**src/include/pmb_pkg.sv**
```systemverilog
// Shared constants, command codes and types for the power-bus command decoder
package pmb_pkg;

    ////////////////////////////////////////////////////////////////////////////
    // Command codes
    localparam logic [7:0] CMD_PAGE        = 8'h00;
    localparam logic [7:0] CMD_OPERATION   = 8'h01;
    localparam logic [7:0] CMD_ON_OFF_CFG  = 8'h02;
    localparam logic [7:0] CMD_CLR_FAULTS  = 8'h03;
    localparam logic [7:0] CMD_WR_PROTECT  = 8'h10;
    localparam logic [7:0] CMD_STORE_DEF   = 8'h11;
    localparam logic [7:0] CMD_RESTORE_DEF = 8'h12;
    localparam logic [7:0] CMD_STORE_USER  = 8'h15;
    localparam logic [7:0] CMD_RESTORE_USR = 8'h16;
    localparam logic [7:0] CMD_VOUT_MODE   = 8'h20;
    localparam logic [7:0] CMD_VOUT_CMD    = 8'h21;
    localparam logic [7:0] CMD_VFAN1       = 8'h3a;
    localparam logic [7:0] CMD_OT_FAULT    = 8'h4f;
    localparam logic [7:0] CMD_OT_WARN     = 8'h51;
    localparam logic [7:0] CMD_TON_DELAY   = 8'h60;
    localparam logic [7:0] CMD_STATUS_BYTE = 8'h78;
    localparam logic [7:0] CMD_READ_VIN    = 8'h88;
    localparam logic [7:0] CMD_READ_IIN    = 8'h89;
    localparam logic [7:0] CMD_READ_VOUT   = 8'h8b;
    localparam logic [7:0] CMD_READ_FAN2   = 8'h91;
    localparam logic [7:0] CMD_REVISION    = 8'h98;

    ////////////////////////////////////////////////////////////////////////////
    // Module index and fault bits
    localparam logic [7:0] PAGE_MAX        = 8'h07;
    localparam logic [2:0] PAGE_RST        = 3'h0;
    localparam logic [7:0] FAULT_RST       = 8'h00;
    localparam int         FAULT_CMD_ERR   = 7;

    ////////////////////////////////////////////////////////////////////////////
    // Host register map (byte addresses) and fields
    localparam logic [7:0] REG_CTRL     = 8'h00;
    localparam logic [7:0] REG_WDATA    = 8'h04;
    localparam logic [7:0] REG_RDATA    = 8'h08;
    localparam logic [7:0] REG_STAT     = 8'h0c;
    localparam logic [7:0] REG_INT_STAT = 8'h10;
    localparam logic [7:0] REG_INT_MASK = 8'h14;
    localparam int         CTRL_GO      = 0;
    localparam int         CTRL_WRITE   = 1;
    localparam int         CTRL_CNT_LO  = 4;
    localparam int         CTRL_CODE_LO = 8;
    localparam int         STAT_BUSY    = 0;
    localparam int         STAT_ERR     = 1;
    localparam int         INT_DONE     = 0;
    localparam int         INT_ERR      = 1;
    localparam logic [1:0] INT_RST      = 2'h0;

    typedef enum logic [2:0] {
        PMB_K_NONE,
        PMB_K_SEND,
        PMB_K_WR_BYTE,
        PMB_K_RW_BYTE,
        PMB_K_RD_BYTE,
        PMB_K_RW_WORD,
        PMB_K_RD_WORD
    } pmb_kind_t;

    // Data bytes a command carries
    function automatic logic [1:0] pmb_bytes(input pmb_kind_t k);
        case (k)
            PMB_K_WR_BYTE, PMB_K_RW_BYTE, PMB_K_RD_BYTE: pmb_bytes = 2'd1;
            PMB_K_RW_WORD, PMB_K_RD_WORD:                pmb_bytes = 2'd2;
            default:                                      pmb_bytes = 2'd0;
        endcase
    endfunction

    // Direction and byte count must match the command's transaction type
    function automatic logic pmb_legal(input pmb_kind_t k, input logic wr,
                                       input logic [1:0] cnt);
        logic dir_ok;
        dir_ok = 1'b0;
        case (k)
            PMB_K_SEND, PMB_K_WR_BYTE:    dir_ok = wr;
            PMB_K_RD_BYTE, PMB_K_RD_WORD: dir_ok = !wr;
            PMB_K_RW_BYTE, PMB_K_RW_WORD: dir_ok = 1'b1;
            default:                      dir_ok = 1'b0;
        endcase
        pmb_legal = dir_ok && (cnt == pmb_bytes(k));
    endfunction

endpackage

```
**src/include/pmb_link_if.sv**
```systemverilog
// Link between the host end and the device end of the command path
`timescale 1ns/100ps
`default_nettype none
interface pmb_link_if;
    logic        req_valid;
    logic        req_write;
    logic [7:0]  req_code;
    logic [1:0]  req_count;
    logic [15:0] req_data;
    logic        resp_valid;
    logic        resp_err;
    logic [15:0] resp_data;

    modport host (
        output req_valid, req_write, req_code, req_count, req_data,
        input  resp_valid, resp_err, resp_data
    );
    modport dev (
        input  req_valid, req_write, req_code, req_count, req_data,
        output resp_valid, resp_err, resp_data
    );
endinterface
`default_nettype wire

```
**src/verilog/pmb_cmd_table.sv**
```systemverilog
// Command code to transaction type lookup
`timescale 1ns/100ps
`default_nettype none
module pmb_cmd_table
    import pmb_pkg::*;
(
    input  wire logic [7:0]  code_i,
    output pmb_pkg::pmb_kind_t kind_o
);
    import pmb_pkg::*;

    always_comb begin
        case (code_i)
            CMD_PAGE, CMD_OPERATION, CMD_ON_OFF_CFG,
            CMD_WR_PROTECT, CMD_VOUT_MODE:              kind_o = PMB_K_RW_BYTE;
            CMD_CLR_FAULTS, CMD_STORE_DEF,
            CMD_STORE_USER:                             kind_o = PMB_K_SEND;
            CMD_RESTORE_DEF, CMD_RESTORE_USR:           kind_o = PMB_K_WR_BYTE;
            CMD_VOUT_CMD, CMD_VFAN1, CMD_OT_FAULT,
            CMD_OT_WARN, CMD_TON_DELAY:                 kind_o = PMB_K_RW_WORD;
            CMD_STATUS_BYTE, CMD_REVISION:              kind_o = PMB_K_RD_BYTE;
            CMD_READ_VIN, CMD_READ_IIN, CMD_READ_VOUT,
            8'h8c, 8'h8d, 8'h8e, 8'h8f, 8'h90,
            CMD_READ_FAN2:                              kind_o = PMB_K_RD_WORD;
            default:                                    kind_o = PMB_K_NONE;
        endcase
    end
endmodule // pmb_cmd_table
`default_nettype wire

```
**src/verilog/pmb_dev_end.sv**
```systemverilog
// Device end: decodes commands, holds the module index and the latched faults
//
// Functional notes
// - Module index selects one of eight outputs
// - Module index holds only zero to seven
// - Module index resets to zero
// - Code 00h reads or writes module index
// - Codes 01h 02h 10h 20h: byte read/write
// - Code 03h: send byte, no data
// - Code 11h: send byte, store default set
// - Code 15h: send byte, store user set
// - Codes 12h 16h: one-byte write only
// - Codes 21h 3Ah 4Fh 51h 60h: word read/write
// - Code 78h: read-only byte
// - Telemetry codes: read-only word reads
// - Code 98h: read-only byte
// - Latched faults stay until fault clear
`timescale 1ns/100ps
`default_nettype none
module pmb_dev_end
    import pmb_pkg::*;
(
    input  wire logic        clk_i,
    input  wire logic        rst_n_i,
    input  wire logic        ce_i,
    pmb_link_if.dev          link,
    // User side
    input  wire logic [15:0] rd_data_i,
    input  wire logic [7:0]  case_fault_set_i,
    input  wire logic [7:0]  comm_err_set_i,
    output logic [2:0]       page_o,
    output logic [7:0]       cmd_code_o,
    output logic             wr_stb_o,
    output logic [15:0]      wr_data_o,
    output logic             rd_stb_o,
    output logic             clear_faults_o,
    output logic             store_default_o,
    output logic             store_user_o,
    output logic             restore_default_o,
    output logic             restore_user_o,
    output logic             cmd_err_o,
    output logic [7:0]       case_fault_o,
    output logic [7:0]       comm_err_o
);
    import pmb_pkg::*;

    typedef enum logic [0:0] {
        PMB_S_IDLE,
        PMB_S_EXEC
    } pmb_dev_state_t;

    pmb_dev_state_t state_q;
    logic           write_q;
    logic [1:0]     count_q;
    pmb_kind_t      kind;
    logic           legal;
    logic           page_bad;
    logic           accept;
    logic           do_wr;
    logic           do_rd;
    logic           do_send;
    logic           fail;
    logic [7:0]     err_vec;
    logic [2:0]     page_q;

    ////////////////////////////////////////////////////////////////////////////
    // Decode

    pmb_cmd_table u_table (
        .code_i (cmd_code_o),
        .kind_o (kind)
    );

    always_comb begin
        legal    = pmb_legal(kind, write_q, count_q);
        // An out-of-range index is refused rather than truncated
        page_bad = (cmd_code_o == CMD_PAGE) && write_q
                   && (wr_data_o > {8'h00, PAGE_MAX});
        accept   = (state_q == PMB_S_EXEC) && legal && !page_bad;
        fail     = (state_q == PMB_S_EXEC) && !accept;
        do_send  = accept && (kind == PMB_K_SEND);
        do_wr    = accept && write_q && (kind != PMB_K_SEND);
        do_rd    = accept && !write_q;
        err_vec  = 8'h00;
        err_vec[FAULT_CMD_ERR] = fail;
    end

    ////////////////////////////////////////////////////////////////////////////
    // Sequencing: a request is taken only when idle, answered the next cycle

    always_ff @(posedge clk_i) begin
        if (!rst_n_i) begin
            state_q <= PMB_S_IDLE;
        end else if (ce_i) begin
            case (state_q)
                PMB_S_IDLE: begin
                    if (link.req_valid) begin
                        state_q <= PMB_S_EXEC;
                    end
                end
                PMB_S_EXEC: begin
                    state_q <= PMB_S_IDLE;
                end
                default: begin
                    state_q <= PMB_S_IDLE;
                end
            endcase
        end
    end

    always_ff @(posedge clk_i) begin
        if (!rst_n_i) begin
            cmd_code_o <= 8'h00;
            write_q    <= 1'b0;
            count_q    <= 2'h0;
            wr_data_o  <= 16'h0000;
        end else if (ce_i && state_q == PMB_S_IDLE && link.req_valid) begin
            cmd_code_o <= link.req_code;
            write_q    <= link.req_write;
            count_q    <= link.req_count;
            wr_data_o  <= link.req_data;
        end
    end

    ////////////////////////////////////////////////////////////////////////////
    // Module index

    always_ff @(posedge clk_i) begin
        if (!rst_n_i) begin
            page_q <= PAGE_RST;
        end else if (ce_i && do_wr && cmd_code_o == CMD_PAGE) begin
            page_q <= wr_data_o[2:0];
        end
    end

    assign page_o = page_q;

    ////////////////////////////////////////////////////////////////////////////
    // Strobes toward the user logic, one cycle each

    always_ff @(posedge clk_i) begin
        if (!rst_n_i) begin
            wr_stb_o          <= 1'b0;
            rd_stb_o          <= 1'b0;
            clear_faults_o    <= 1'b0;
            store_default_o   <= 1'b0;
            store_user_o      <= 1'b0;
            restore_default_o <= 1'b0;
            restore_user_o    <= 1'b0;
            cmd_err_o         <= 1'b0;
        end else if (ce_i) begin
            // Module index writes stay internal and raise no user strobe
            wr_stb_o          <= do_wr && cmd_code_o != CMD_PAGE;
            rd_stb_o          <= do_rd;
            clear_faults_o    <= do_send && cmd_code_o == CMD_CLR_FAULTS;
            store_default_o   <= do_send && cmd_code_o == CMD_STORE_DEF;
            store_user_o      <= do_send && cmd_code_o == CMD_STORE_USER;
            restore_default_o <= do_wr && cmd_code_o == CMD_RESTORE_DEF;
            restore_user_o    <= do_wr && cmd_code_o == CMD_RESTORE_USR;
            cmd_err_o         <= fail;
        end
    end

    ////////////////////////////////////////////////////////////////////////////
    // Latched faults: a new event in the clearing cycle survives the clear

    always_ff @(posedge clk_i) begin
        if (!rst_n_i) begin
            case_fault_o <= FAULT_RST;
            comm_err_o   <= FAULT_RST;
        end else if (ce_i) begin
            if (do_send && cmd_code_o == CMD_CLR_FAULTS) begin
                case_fault_o <= case_fault_set_i | err_vec;
                comm_err_o   <= comm_err_set_i;
            end else begin
                case_fault_o <= case_fault_o | case_fault_set_i | err_vec;
                comm_err_o   <= comm_err_o | comm_err_set_i;
            end
        end
    end

    ////////////////////////////////////////////////////////////////////////////
    // Answer

    always_ff @(posedge clk_i) begin
        if (!rst_n_i) begin
            link.resp_valid <= 1'b0;
            link.resp_err   <= 1'b0;
            link.resp_data  <= 16'h0000;
        end else if (ce_i) begin
            link.resp_valid <= state_q == PMB_S_EXEC;
            link.resp_err   <= fail;
            if (do_rd && cmd_code_o == CMD_PAGE) begin
                link.resp_data <= {13'h0000, page_q};
            end else if (do_rd && pmb_bytes(kind) == 2'd1) begin
                link.resp_data <= {8'h00, rd_data_i[7:0]};
            end else if (do_rd) begin
                link.resp_data <= rd_data_i;
            end else begin
                link.resp_data <= 16'h0000;
            end
        end
    end

endmodule // pmb_dev_end
`default_nettype wire

```
**src/flat_wrapper.sv**
```systemverilog
// flat-port wrapper written by rule: the top's interface ports become plain ports
module pmb_dev_end_flat import pmb_pkg::*;
  (clk_i, rst_n_i, ce_i, rd_data_i, case_fault_set_i, comm_err_set_i, page_o, cmd_code_o, wr_stb_o, wr_data_o, rd_stb_o, clear_faults_o, store_default_o, store_user_o, restore_default_o, restore_user_o, cmd_err_o, case_fault_o, comm_err_o, link_req_valid, link_req_write, link_req_code, link_req_count, link_req_data, link_resp_valid, link_resp_err, link_resp_data);
  pmb_link_if link_i ();
  input  wire logic clk_i;
  input  wire logic rst_n_i;
  input  wire logic ce_i;
  input  wire logic [15:0] rd_data_i;
  input  wire logic [7:0] case_fault_set_i;
  input  wire logic [7:0] comm_err_set_i;
  output logic [2:0] page_o;
  output logic [7:0] cmd_code_o;
  output logic wr_stb_o;
  output logic [15:0] wr_data_o;
  output logic rd_stb_o;
  output logic clear_faults_o;
  output logic store_default_o;
  output logic store_user_o;
  output logic restore_default_o;
  output logic restore_user_o;
  output logic cmd_err_o;
  output logic [7:0] case_fault_o;
  output logic [7:0] comm_err_o;
  input wire logic [$bits(link_i.req_valid)-1:0] link_req_valid;
  input wire logic [$bits(link_i.req_write)-1:0] link_req_write;
  input wire logic [$bits(link_i.req_code)-1:0] link_req_code;
  input wire logic [$bits(link_i.req_count)-1:0] link_req_count;
  input wire logic [$bits(link_i.req_data)-1:0] link_req_data;
  output wire logic [$bits(link_i.resp_valid)-1:0] link_resp_valid;
  output wire logic [$bits(link_i.resp_err)-1:0] link_resp_err;
  output wire logic [$bits(link_i.resp_data)-1:0] link_resp_data;
  assign link_i.req_valid = link_req_valid;
  assign link_i.req_write = link_req_write;
  assign link_i.req_code = link_req_code;
  assign link_i.req_count = link_req_count;
  assign link_i.req_data = link_req_data;
  assign link_resp_valid = link_i.resp_valid;
  assign link_resp_err = link_i.resp_err;
  assign link_resp_data = link_i.resp_data;
  pmb_dev_end u_core (.clk_i(clk_i), .rst_n_i(rst_n_i), .ce_i(ce_i), .link(link_i), .rd_data_i(rd_data_i), .case_fault_set_i(case_fault_set_i), .comm_err_set_i(comm_err_set_i), .page_o(page_o), .cmd_code_o(cmd_code_o), .wr_stb_o(wr_stb_o), .wr_data_o(wr_data_o), .rd_stb_o(rd_stb_o), .clear_faults_o(clear_faults_o), .store_default_o(store_default_o), .store_user_o(store_user_o), .restore_default_o(restore_default_o), .restore_user_o(restore_user_o), .cmd_err_o(cmd_err_o), .case_fault_o(case_fault_o), .comm_err_o(comm_err_o));
endmodule
```
**config.mk**
```make
export PLATFORM = sky130hd
export DESIGN_NAME = pmb_dev_end_flat
export DESIGN_NICKNAME = d
export VERILOG_FILES = /design/src/include/pmb_pkg.sv /design/src/include/pmb_link_if.sv /design/src/verilog/pmb_cmd_table.sv /design/src/verilog/pmb_dev_end.sv /design/src/flat_wrapper.sv
export SDC_FILE = /design/constraint.sdc
export NUM_CORES = 1
export LEC_CHECK = 0
export CORE_ASPECT_RATIO = 2
export CORE_MARGIN = 1.5
export CORE_UTILIZATION = 38
export DETAILED_ROUTE_END_ITERATION = 12
export DONT_BUFFER_PORTS = 1
export GPL_TIMING_DRIVEN = 0
export PLACE_DENSITY = 0.52
export SLEW_MARGIN = 20
export SYNTH_ARGS = -nofsm -noshare
export SYNTH_HDL_FRONTEND = slang
export SYNTH_SLANG_ARGS = --single-unit
```
**constraint.sdc**
```tcl
create_clock -name clk_i -period 2.4 [get_ports clk_i]
set_input_delay 0.12 -clock clk_i [delete_from_list [all_inputs] [get_ports clk_i]]
set_output_delay 0.12 -clock clk_i [all_outputs]
set_load 0.1 [all_outputs]
```
==> metrics.cfg <==
[cells_and_area]
final_cell_mix = nand2_1, dfxtp_1, dlygate4sd3_1, a21oi_1, a22o_1
num-nets-final = 480
utilization_pct = 55.4
num_antenna_cells = 0
drive_gt1_share_pct = 15.0
syn_to_final_growth_pct = 41.3
final_common_cell = nand2_1
finalInstanceArea_um2 = 4180

[worst_setup_path]
cp-end-kind = flop
cp.arrival_ns = 2.99
critical_path_required_ns = 2.62
start_kind = flop
r2r_slack_ns = -0.37
crit_type = reg -> reg
cp_max_fo = 6
reg2reg_depth = 9

[route]
wl_per_cell_um = 17.1
wirelength_um = 8810
drc = 0
ant_nets = 0
vias = 2770
drt_pass1_iterations = 4
first_iter_violations = 100
viasPerCell = 5.38

[sta]
rsz0062_at_grt = true
setup_viol = 43
setup_slack_ns = -0.373
worstMarginPinSlew_ns = 1.07
fin_crit_sh_pct = 116
drv_slew = 0
max-slew-margin-rel_pct = 28.3
worst_clock_skew_ns = 0.00496
period_needed_ns = 2.77
hold_ws_ns = 0.0186
hold_viol_final = 0
fmax_ghz = 0.361

[placed_design]
placed_cell_area_um2 = 3120
dp_hpwl_um = 6150
port_buffers = 0
gp_congestion = 0.810
post-place-ws_ns = -0.873

[synthesis]
yosysSeqAreaShare_pct = 48.7
async_flop_share_pct = 0
ys_ff_latch = 72
synth_top_family_by_area = compound AO/OA/AOI/OAI gates
avgSynthCellArea_um2 = 8.84
synth_edf_count = 0
yosys.area.top_type = dfxtp_1
synthTopCellsByArea = dfxtp_1, nand2_1, a22o_1
synth_xor_area_share_pct = 0.296
yosys.area.top_type_share_pct = 48.7
synthMuxAreaShare_pct = 1.35
synthAdderAreaFrac_pct = 0.338
synthCells = 335
syn_nets = 398
synth_area_um2 = 2960
synth_compound_gate_area_share_pct = 22.5
yosysWarnings = 0
synthDistinctLibCells = 50
yosys.area_share.simple_pct = 21.9
synth_ff_type = dfxtp_1

[grt]
overflow = 0
grt_pass1_vias = 2738
grt_pass1_wl_um = 13700
antenna_found_initial = 0
grtUsageTotal_pct = 21.7
grt_max_degree = 12

[clock_tree]
clkTransAtPathRegs_ns = 0.05
cts-root-buf = clkbuf_16
max-clock-path-buffers = 2
cts_tree = built
clk-insertion-delay-late_ns = 0.33
numClockSinks = 72
cts_max_level = 3
cts_made_buffers = 9

[pwr]
p_per_area_nw_per_um2 = 767
power_w = 0.00321
leakage_nw = 1.57
vdd_drop_max_mv = 0.459

[die]
row_count = 45
die_w_um = 65.4
core-area_um2 = 7540
fp.dieH_um = 128
start_util_pct = 39.2
ios = 132
die-area_um2 = 8360

[worst_hold_path]
min_path_type = in -> reg
min_path_cells = 2

[run_status]
status = finished, violations left
violations = setup timing

[run]
drv_cap = 0

## critical path, cell delays in order (launching register included)
cell and delay (ns):
dfxtp_4 0.45, buf_8 0.16, or4b_4 0.54, o32a_1 0.34
o211ai_4 0.21, xnor2_2 0.16, o2111ai_4 0.20, o21a_4 0.29
buf_12 0.13, a22o_1 0.18
## worst paths after layout
path / startpoint / end
worst min-delay path: rst_n_i / u_core.cmd_code_o[1]
worst max register to register: u_core.cmd_code_o[7] / u_core.comm_err_o[7]
worst min register to register: u_core.count_q[0] / u_core.count_q[0]
worst max-delay path: u_core.cmd_code_o[7] / u_core.comm_err_o[7]
## synth_stat cells, types with 2 or more instances
library cell / number
o21ai_0: 11
and2_1: 4
nor3_1: 4
mux2i_1: 4
nand2_1: 74
a32o_1: 2
a21oi_1: 35
a31o_2: 2
buf_6: 3
and3b_1: 3
o22ai_1: 3
and3_1: 3
nand2b_1: 3
nor2_1: 10
nor3b_1: 4
a22o_1: 24
buf_2: 2
or2_2: 2
clkbuf_1: 17
nor4_1: 3
nand3_1: 10
dfxtp_1: 72
nor2b_1: 3
o211ai_1: 3
inv_1: 6
nand4_1: 4
## report_power, final
part / leakage [nW] / switching (W) / internal (W)
Clock: 0.142 / 0.000472 / 0.000778
Combinational: 0.835 / 0.000182 / 0.000187
Sequential: 0.593 / 0.000352 / 0.00124
Total: 1.57 / 0.00101 / 0.00220
## final cells by class
cell class,instances,area (µm²)
Multi-Input combinational cell,232,1440
Timing Repair Buffer,71,703
Sequential cell,72,1470
Tap cell,94,118
Fill cell,714,3360
Buffer,24,135
Inverter,7,26.3
Clock buffer,13,270
Clock inverter,2,13.8
## stage by stage
| stage | std cells | setup TNS [ns] |
|---|---|---|
| after global placement | 429 | -23.57 |
| final | 515 | -11.49 |
| after CTS | 514 | -13.74 |
| after detailed placement | 429 | -25.05 |
| after global routing | 515 | -14.87 |
| after floorplan | 335 | -7.10 |
## state kept, by name, summed over array words and instances (netlist names), 2 cells and up
signal                 flops
u_core.link.resp_data     16
u_core.wr_data_o          16
u_core.case_fault_o        8
u_core.cmd_code_o          8
u_core.comm_err_o          8
u_core.page_o              3
u_core.count_q             2
## metal layers
| metal | share of wire [%] | GRT usage, % |
|---|---|---|
| met5 | 0 | 0 |
| met4 | 3.2 | 11.2 |
| met3 | 5.3 | 6.15 |
| met2 | 56 | 39.9 |
| met1 | 35 | 21.4 |
## what timing repair did
action                                  in CTS  in global routing
gates resized for setup                     15                 10
hold buffers                                60                  0
pin swaps                                    5                  6
cloned                                       1                  0
endpoints found under the hold margin       60                  0
setup buffers                                9                  1
endpoints found under the setup margin      43                 43
## kinds of logic after synthesis
kind of cell             count (synthesis)
AO/OA/AOI/OAI                           93
XOR/XNOR                                 1
buffers and inverters                   31
flip-flops                              72
AND/OR/NAND/NOR                        133
adder cells (fa/ha/maj)                  1
multiplexers                             4
(Power assumes the default switching activity.)
